[src/rtl/silc_pkg.sv]
// constants for the sink identity and link capability register bank
// Notes on behaviour
// read-only version word, five packed fields
// read-only identity word, protocol version fields
// identity low byte: zero transmit, one receive
// writable link rate, advertised to source
// writable lane count, advertised to source
// identity words ignore writes, reads harmless
package silc_pkg;
  // register byte offsets
  localparam logic [11:0] SILC_OFF_LINK_RATE = 12'h09C;
  localparam logic [11:0] SILC_OFF_LANE_CNT = 12'h0A0;
  localparam logic [11:0] SILC_OFF_REV_INFO = 12'h0F8;
  localparam logic [11:0] SILC_OFF_PROTO_ID = 12'h0FC;
  // address and data widths
  localparam int SILC_AW = 12;
  localparam int SILC_DW = 32;
  // version word field positions (low bit of each field)
  localparam int SILC_VER_MAJOR_LSB = 24;
  localparam int SILC_VER_MINOR_LSB = 16;
  localparam int SILC_VER_REV_LSB = 12;
  localparam int SILC_VER_PATCH_LSB = 8;
  localparam int SILC_VER_INT_LSB = 0;
  // identity word field positions
  localparam int SILC_ID_PMAJ_LSB = 24;
  localparam int SILC_ID_PMIN_LSB = 16;
  localparam int SILC_ID_PREV_LSB = 8;
  localparam int SILC_ID_ROLE_LSB = 0;
  // role encodings
  localparam logic [7:0] SILC_ROLE_TX = 8'h00;
  localparam logic [7:0] SILC_ROLE_RX = 8'h01;
  // reset values of the capability registers (arbitrary plain defaults)
  localparam logic [7:0] SILC_LINK_RATE_RST = 8'h0A;
  localparam logic [4:0] SILC_LANE_CNT_RST = 5'h04;
  // unmapped reads answer zero
  localparam logic [31:0] SILC_RD_UNMAPPED = 32'h0000_0000;
endpackage

[src/rtl/silc_id_word.sv]
// packs the build-time identification words (constant, side-effect free)
`timescale 1ns/1ps
module silc_id_word
  import silc_pkg::*;
#(
  parameter logic [7:0] VER_MAJOR = 8'h01, // arbitrary
  parameter logic [7:0] VER_MINOR = 8'h00, // arbitrary
  parameter logic [3:0] VER_REV = 4'h0, // arbitrary
  parameter logic [3:0] VER_PATCH = 4'h0, // arbitrary
  parameter logic [7:0] VER_INTERNAL = 8'h00, // arbitrary
  parameter logic [7:0] PROTO_MAJOR = 8'h01, // arbitrary
  parameter logic [7:0] PROTO_MINOR = 8'h00, // arbitrary
  parameter logic [7:0] PROTO_REV = 8'h00 // arbitrary
)
(
  output wire logic [silc_pkg::SILC_DW-1:0] o_rev_word,
  output wire logic [silc_pkg::SILC_DW-1:0] o_proto_word
);
  import silc_pkg::*;

  // version field packing
  assign o_rev_word[SILC_VER_MAJOR_LSB +: 8] = VER_MAJOR; // major version
  assign o_rev_word[SILC_VER_MINOR_LSB +: 8] = VER_MINOR; // minor version
  assign o_rev_word[SILC_VER_REV_LSB +: 4] = VER_REV; // revision
  assign o_rev_word[SILC_VER_PATCH_LSB +: 4] = VER_PATCH; // patch level
  assign o_rev_word[SILC_VER_INT_LSB +: 8] = VER_INTERNAL; // internal revision
  // protocol version fields
  assign o_proto_word[SILC_ID_PMAJ_LSB +: 8] = PROTO_MAJOR; // protocol major
  assign o_proto_word[SILC_ID_PMIN_LSB +: 8] = PROTO_MINOR; // protocol minor
  assign o_proto_word[SILC_ID_PREV_LSB +: 8] = PROTO_REV; // protocol revision
  // role byte fixed at receive
  assign o_proto_word[SILC_ID_ROLE_LSB +: 8] = SILC_ROLE_RX;
endmodule

[src/rtl/silc_regs.sv]
// sink identity and advertised link capability register bank
`timescale 1ns/1ps
module silc_regs
  import silc_pkg::*;
#(
  parameter int RATE_W = 8, // width of advertised link rate code
  parameter int LANE_W = 5 // width of advertised lane count
)
(
  input wire logic i_mclk, // 10 MHz system clock
  input wire logic i_nrst, // synchronous reset, active low
  input wire logic [silc_pkg::SILC_AW-1:0] i_addr, // byte address
  input wire logic [silc_pkg::SILC_DW-1:0] i_wdata, // write data
  input wire logic i_wr, // write strobe
  input wire logic i_rd, // read strobe
  output logic [silc_pkg::SILC_DW-1:0] o_rdata, // read data, cycle after strobe
  output logic [RATE_W-1:0] o_adv_link_rate, // rate shown to source
  output logic [LANE_W-1:0] o_adv_lane_count // lanes shown to source
);
  import silc_pkg::*;

  // operation in brief:
  // - two capability words hold what the receiver advertises;
  //   the source side picks them up from o_adv_link_rate and
  //   o_adv_lane_count, which follow a write on the next edge
  // - two identification words are wired constants, so a read
  //   of them changes nothing and a write to them is dropped
  // - every read answers one cycle after its strobe and the read
  //   port returns to zero the cycle after, so a host that samples
  //   late sees zero rather than stale data
  // - no wait states: the host never has to poll a ready flag

  // refuse widths that do not fit the word or the reset values;
  // narrower fields would cut the reset codes, wider ones overrun the word
  if (RATE_W < 8 || RATE_W > SILC_DW || LANE_W < 5 || LANE_W > SILC_DW)
  begin
    $error("silc_regs: unsupported field width");
  end

  // fixed identity words
  logic [SILC_DW-1:0] rev_word;
  logic [SILC_DW-1:0] proto_word;

  silc_id_word u_id
  (
    .o_rev_word(rev_word),
    .o_proto_word(proto_word)
  );

  // register map seen by the host, byte addresses:
  //   link rate word  - read/write, low RATE_W bits kept
  //   lane count word - read/write, low LANE_W bits kept
  //   version word    - read only, fixed at build time
  //   identity word   - read only, fixed at build time
  // full-address compare: aliases would let a stray pointer
  // reprogram what the source is told, so nothing is folded
  // address decode, one select per register
  wire sel_rate = (i_addr == SILC_OFF_LINK_RATE); // link rate word
  wire sel_lane = (i_addr == SILC_OFF_LANE_CNT); // lane count word
  wire sel_rev = (i_addr == SILC_OFF_REV_INFO); // version word
  wire sel_proto = (i_addr == SILC_OFF_PROTO_ID); // identity word
  // any mapped offset; reads elsewhere answer zero
  wire sel_any = sel_rate || sel_lane || sel_rev || sel_proto;
  // qualified write strobes; only the two capability words take writes
  wire wr_rate = i_wr && sel_rate;
  wire wr_lane = i_wr && sel_lane;
  // read strobes per register, watched by the checks
  wire rd_rate = i_rd && sel_rate;
  wire rd_lane = i_rd && sel_lane;
  wire rd_rev = i_rd && sel_rev;
  wire rd_proto = i_rd && sel_proto;
  wire rd_none = i_rd && !sel_any;

  // capability registers
  logic [RATE_W-1:0] rate_q;
  logic [RATE_W-1:0] rate_d;
  logic [LANE_W-1:0] lane_q;
  logic [LANE_W-1:0] lane_d;
  logic [SILC_DW-1:0] rdata_d;
  // reset codes at field width; the source sees these until software writes
  wire [RATE_W-1:0] rate_rst = RATE_W'(SILC_LINK_RATE_RST);
  wire [LANE_W-1:0] lane_rst = LANE_W'(SILC_LANE_CNT_RST);

  // only the low bits of the bus word are kept; the rest are
  // dropped here and read back as zero
  // link rate write
  assign rate_d = wr_rate ? i_wdata[RATE_W-1:0] : rate_q;
  // lane count write
  assign lane_d = wr_lane ? i_wdata[LANE_W-1:0] : lane_q;

  // read mux; narrow fields zero-extended, unmapped reads zero
  // gated by the read strobe so the port idles at zero between reads
  // identity reads side-effect free
  wire [SILC_DW-1:0] rate_ext = SILC_DW'(rate_q);
  wire [SILC_DW-1:0] lane_ext = SILC_DW'(lane_q);
  assign rdata_d = !i_rd ? SILC_RD_UNMAPPED :
                   sel_rate ? rate_ext :
                   sel_lane ? lane_ext :
                   sel_rev ? rev_word :
                   sel_proto ? proto_word : SILC_RD_UNMAPPED;

  // register state; writes to identity offsets land nowhere
  always_ff @(posedge i_mclk)
  begin
    if (!i_nrst)
    begin
      // defaults until software programs the capabilities
      rate_q <= rate_rst;
      lane_q <= lane_rst;
      o_rdata <= SILC_RD_UNMAPPED;
    end
    else
    begin
      rate_q <= rate_d;
      lane_q <= lane_d;
      o_rdata <= rdata_d;
    end
  end

  // capability outputs come from their own flops
  // they load the next value, not rate_q, so they never lag the readback
  always_ff @(posedge i_mclk)
  begin
    if (!i_nrst)
    begin
      o_adv_link_rate <= rate_rst;
      o_adv_lane_count <= lane_rst;
    end
    else
    begin
      o_adv_link_rate <= rate_d;
      o_adv_lane_count <= lane_d;
    end
  end

  // checks: each watches what this bank drives toward the host or the source;
  // the strobes come from the host and are not policed here;
  // the reset checks run without disable so that the defaults are seen

  // write reaches source
  rate_write_a: assert property (@(posedge i_mclk) disable iff (!i_nrst)
    wr_rate |=> (o_adv_link_rate == $past(i_wdata[RATE_W-1:0])))
    else $error("link rate not advertised after write");

  // write reaches source
  lane_write_a: assert property (@(posedge i_mclk) disable iff (!i_nrst)
    wr_lane |=> (o_adv_lane_count == $past(i_wdata[LANE_W-1:0])))
    else $error("lane count not advertised after write");

  // version word readback
  rev_read_a: assert property (@(posedge i_mclk) disable iff (!i_nrst)
    rd_rev |=> (o_rdata == rev_word))
    else $error("version word read wrong");

  // protocol fields readback
  proto_read_a: assert property (@(posedge i_mclk) disable iff (!i_nrst)
    rd_proto |=> (o_rdata[31:8] == proto_word[31:8]))
    else $error("identity word read wrong");

  // role byte receive
  role_byte_a: assert property (@(posedge i_mclk) disable iff (!i_nrst)
    rd_proto |=> (o_rdata[7:0] == SILC_ROLE_RX))
    else $error("role byte not receive");

  // identity writes dropped
  id_write_a: assert property (@(posedge i_mclk) disable iff (!i_nrst)
    (i_wr && (sel_rev || sel_proto)) |=>
      ($stable(o_adv_link_rate) && $stable(o_adv_lane_count)))
    else $error("identity write disturbed state");

  // rate holds otherwise
  rate_hold_a: assert property (@(posedge i_mclk) disable iff (!i_nrst)
    !wr_rate |=> $stable(o_adv_link_rate))
    else $error("link rate changed without write");

  // lanes hold otherwise
  lane_hold_a: assert property (@(posedge i_mclk) disable iff (!i_nrst)
    !wr_lane |=> $stable(o_adv_lane_count))
    else $error("lane count changed without write");

  // lane write spares rate
  rate_keep_a: assert property (@(posedge i_mclk) disable iff (!i_nrst)
    wr_lane |=> $stable(o_adv_link_rate))
    else $error("lane count write moved link rate");

  // rate write spares lanes
  lane_keep_a: assert property (@(posedge i_mclk) disable iff (!i_nrst)
    wr_rate |=> $stable(o_adv_lane_count))
    else $error("link rate write moved lane count");

  // rate readback matches
  rate_read_a: assert property (@(posedge i_mclk) disable iff (!i_nrst)
    rd_rate |=> (o_rdata == SILC_DW'(o_adv_link_rate)))
    else $error("link rate readback differs");

  // lane readback matches
  lane_read_a: assert property (@(posedge i_mclk) disable iff (!i_nrst)
    rd_lane |=> (o_rdata == SILC_DW'(o_adv_lane_count)))
    else $error("lane count readback differs");

  // read port idles
  rdata_idle_a: assert property (@(posedge i_mclk) disable iff (!i_nrst)
    !i_rd |=> (o_rdata == SILC_RD_UNMAPPED))
    else $error("read data not zero without read");

  // unmapped reads zero
  unmapped_rd_a: assert property (@(posedge i_mclk) disable iff (!i_nrst)
    rd_none |=> (o_rdata == SILC_RD_UNMAPPED))
    else $error("unmapped read not zero");

  // rate reset default
  rate_rst_a: assert property (@(posedge i_mclk)
    !i_nrst |=> (o_adv_link_rate == rate_rst))
    else $error("link rate not at default after reset");

  // lanes reset default
  lane_rst_a: assert property (@(posedge i_mclk)
    !i_nrst |=> (o_adv_lane_count == lane_rst))
    else $error("lane count not at default after reset");

  // read port reset
  rdata_rst_a: assert property (@(posedge i_mclk)
    !i_nrst |=> (o_rdata == SILC_RD_UNMAPPED))
    else $error("read data not zero after reset");
endmodule

[config.mk]
export PLATFORM = sky130hd
export DESIGN_NAME = silc_regs
export DESIGN_NICKNAME = d
export VERILOG_FILES = /design/src/rtl/silc_pkg.sv /design/src/rtl/silc_id_word.sv /design/src/rtl/silc_regs.sv
export SDC_FILE = /design/constraint.sdc
export NUM_CORES = 1
export LEC_CHECK = 0
export ABC_AREA = 1
export BUFFER_PORTS_ARGS = -buffer_cell sky130_fd_sc_hd__buf_4
export CAP_MARGIN = 10
export CORE_ASPECT_RATIO = 0.5
export CORE_MARGIN = 10
export CORE_UTILIZATION = 39
export CTS_CLUSTER_DIAMETER = 150
export DETAILED_ROUTE_END_ITERATION = 8
export PLACE_DENSITY = 0.77
export SLEW_MARGIN = 20
export SYNTH_ARGS = -nofsm -noshare
export SYNTH_HDL_FRONTEND = slang
export SYNTH_SLANG_ARGS = --single-unit
export TNS_END_PERCENT = 20
[constraint.sdc]
create_clock -name i_mclk -period 2.3 [get_ports i_mclk]
set_input_delay 0.575 -clock i_mclk [delete_from_list [all_inputs] [get_ports i_mclk]]
set_output_delay 0.575 -clock i_mclk [all_outputs]
set_load 0.05 [all_outputs]
== Word level (Yosys, flattened, before mapping) ==
Index checks and enable logic that the tools add are counted.

* Memories: 0
* RAM bits: 0
* Bits in read-only memories: 0
* Bits of input ports: 48
* Word-level logic and storage cells: 20
* Register bits after elaboration: 45
* Latch bits: 0

* Add/subtract/negate cells: 0
* Shift operators: 0
* $mul: 0
* Multiplexer cells: 4
* Magnitude comparators: 0
* Reductions and logical operators: 5
* Div/mod/pow operators: 0
* Bitwise gates (word level): 2
* Equality and inequality tests: 4

{| class="wikitable"
|+ Operators with widths
! kind !! number
|-
| $mux W25 || 2
|-
| $eq A12 B8 Y1 const B || 4
|-
| $mux W8 || 2
|-
| $reduce_or A5 Y1 || 1
|-
| $reduce_or A4 Y1 || 1
|-
| $logic_and A1 B1 Y1 || 2
|-
| $not A1 Y1 || 2
|-
| $reduce_and A2 Y1 || 1
|}

== Longest topological paths before layout ==
* Word-level depth: 5
* Mapped depth: 9
* Depth with buffers taken out: 9

== Cells and area by module ==
A second synthesis with hierarchy kept.

* Cell total of the unflattened synthesis: 362
* Area total of the unflattened synthesis: 2,621.3 sq um

{| class="wikitable"
|+ Modules (own cells, without submodules)
! module !! cells an instance !! instances !! seq. area each (sq um) !! area each (sq um)
|-
| silc_regs || 296 || 1 || 900.9 || 2,133.3
|-
| silc_id_word || 66 || 1 || 0.0 || 488.0
|}

== Worst setup path before layout ==
Ideal clock, no wire load.

* Path kind: input-to-reg
* Start: input i_addr[9] (netlist bit)
* End: register rate_q[1]
* Slack: 0.889 ns
* Arrival time: 1.290 ns
* Cell stages on the path: 7
* Setup time: 0.121 ns
* Cells stage by stage: nor2_1 -> nand2_1 -> nor2_4 -> nand3_4 -> buf_6 -> nand2_1 -> nand3_1

* Word-level cells in the longest chain between the ends: 2

{| class="wikitable"
|+ RTL lines
! what !! RTL line !! source
|-
| start, declared || silc_regs.sv:12 || <nowiki>input wire logic [silc_pkg::SILC_AW-1:0] i_addr,</nowiki>
|-
| $eq A12 B8 Y1 || silc_regs.sv:58 || <nowiki>wire sel_rate = (i_addr == SILC_OFF_LINK_RATE);</nowiki>
|-
| $logic_and A1 B1 Y1 || silc_regs.sv:65 || <nowiki>wire wr_rate = i_wr && sel_rate;</nowiki>
|-
| end signal, assigned || silc_regs.sv:108 || <nowiki>rate_q <= rate_rst;</nowiki>
|-
| end signal, assigned || silc_regs.sv:114 || <nowiki>rate_q <= rate_d;</nowiki>
|-
| end, declared || silc_regs.sv:75 || <nowiki>logic [RATE_W-1:0] rate_q;</nowiki>
|}

Every way passes these cells.
A chain may end at the register's enable or synchronous reset.

==> flow_metrics.tcl <==
set metrics [dict create \
    cts.htree.levels 1 \
    cts.sinks 22 \
    place_hpwl_microns 2540 \
    reg2reg_depth 6 \
    die_area_sq_um 5790 \
    p_sw_frac 0.267 \
    vdd_drop_max_uv 232 \
    timing.rr.start "rate_q[0]" \
    dp_slack_ps 641 \
    drc 0 \
    worst_path_largest_cell_delay_ps 380 \
    crit_fanout 3 \
    n_antenna_cell 0 \
    crit_path_top_delay_cell "dfxtp_1" \
    fin_cells 258 \
    period_needed_ps 1430 \
    ys_seq_area_frac 0.371 \
    hold_path_end "o_rdata[7]" \
    timing.final.max_slew_violations 0 \
    min_path_cells 2 \
    cts.path.max_buffers 2 \
    combPwrFrac 0.164 \
    syn_avg_cell_area_sq_um 6.91 \
    synthCells 172 \
    start_util 0.402 \
    power_frac_clock 0.403 \
    drtIter0Drc 56 \
    dpl_cell_area_sq_um 1470 \
    place_congestion 0.800 \
    placedCellCount 254 \
    hold_viol 0 \
    tritoncts "built" \
    finalInstanceArea_sq_um 1540 \
    r2r-end "o_rdata[0]" \
    dr.pass1.iters 4 \
    synth_top_area_frac 0.371 \
    cp-end-kind "primary output" \
    cp.required_ps 1730 \
    root_buffer "clkbuf_8" \
    nNetsFinal 267 \
    core_area_sq_um 2960 \
    outcome "complete, no violations" \
    postLayoutCoreUtil 0.520 \
    synthDominantAreaCellType "dfxtp_1" \
    avgViaCountPerCell 4.16 \
    cts_buffers 3 \
    synth_cell_types 20 \
    final_common_cell "buf_4" \
    grt_max_degree 16 \
    power_switching_mw 0.235 \
    p_leak_nw 0.813 \
    fp.dieH_microns 59.0 \
    drive_gt1_frac 0.280 \
    grt_overflow 0 \
    hp-class "reg2reg" \
    min_period_over_period 0.621 \
    synth_area_leaders "dfxtp_1 37%, buf_4 15%, nand2_1 13%" \
    reg2reg_setup_slack_ps 1560 \
    finalPower_mw 0.879 \
    cts_setup_buffers 0 \
    crit_chain "buf_4" \
    critPathBufInv 1 \
    io_buffer_count 45 \
    setup-violations-final 0 \
    hold-worst-slack_ps 476 \
    num_rows 14 \
    cts-hold-fix-buffers 0 \
    crit_type "reg2out" \
    grt_usage 0.100 \
    clk_pin_slew_ps 80 \
    max-cap-violations 0 \
    hp-start "rate_q[7]" \
    insertion_delay_ps 260 \
    ioPinCount 93 \
    cp.arrival_ps 850 \
    rsz0062_at_grt "false" \
    skew_ps 2.90 \
    antenna_found_initial 0 \
    grt_pass1_wl_microns 4880 \
    finalSetupTns_ps 0 \
    synth_warnings 0 \
    layout_common_cells "45 x buf_4, 41 x nand2_1, 26 x nor2_1" \
    synth_seq_cells 22 \
    routed_wirelength_microns 3030 \
    drt-wirelength-per-cell_microns 11.7 \
    vias 1073 \
    p_int_mw 0.644 \
    critical-path-top-delay-family "flip-flops" \
    die_w_microns 98.1 \
    fmax_ghz 0.700 \
    ctsResizeCount 0 \
    synth_area_sq_um 1190 \
    power_density_nw_per_um2 571 \
    seqPwrFrac 0.433 \
    syn_to_final_growth_pct 29.5 \
    cp-start-kind "flop" \
    grt_pass1_vias 1135 \
    ant_nets 0 \
    layout_setup_ws_ps 871 \
]
## power groups by stage
stage,Clock (mW),Combinational [mW],Sequential (mW)
after CTS,0.364,0.142,0.381
after detailed placement,0,0.142,0.390
after global placement,0,0.140,0.390
final,0.354,0.144,0.380
after floorplan,0,0.133,0.390
after global routing,0.384,0.152,0.381
## worst max-delay path by stage
stage,start,end,slack (ps),cells past startpoint
after floorplan,i_addr[9],rate_q[1],890,7
after global routing,i_addr[11],o_rdata[5],810,8
final,lane_q[4],o_adv_lane_count[4],870,1
after CTS,lane_q[4],o_adv_lane_count[4],870,1
after global placement,i_addr[1],lane_q[4],700,7
after detailed placement,i_addr[11],o_rdata[3],640,7
## layer usage
layer  up-vias  wire length, microns  track usage
met2        41                  1520        0.193
met1       464                  1310        0.104
met5         -                     0            0
li1        564                     -            -
met3         4                   156       0.0291
met4         0                    36       0.0309
## Yosys cell counts
master and n:
conb_1 1, buf_4 23, nor3b_1 1, nand2_1 41, clkbuf_4 1, a21oi_1 1
nand4_1 1, nor2_2 3, nand3_4 1, buf_6 1, nand2_2 3, nor2_4 3
nor3_1 5, o21ai_0 4, nand3_1 12, nor2_1 26, dfxtp_1 22, inv_2 2
inv_1 20, or2_0 1
## flip-flops by register name (all words and copies together), names as in the netlist
register	cells
o_rdata	9
lane_q	5
rate_q	8
## cell families (layout without fill, tap and decap cells)
group	after synthesis	after routing	share of synthesized area
simple gates	97	97	0.375
buf+inv	47	71	0.231
flops	22	22	0.371
compound gates	5	5	0.0210
other cells	1	23	0.00315
## area by class of cell
class / instances / area (sq um)
Clock buffer: 3 / 41.3
Clock inverter: 1 / 30.0
Fill cell: 282 / 1420
Inverter: 22 / 82.6
Multi-Input combinational cell: 125 / 557
Sequential cell: 22 / 440
Tap cell: 40 / 50.0
Timing Repair Buffer: 45 / 338
No activity file was read; power rests on OpenSTA's default activity.
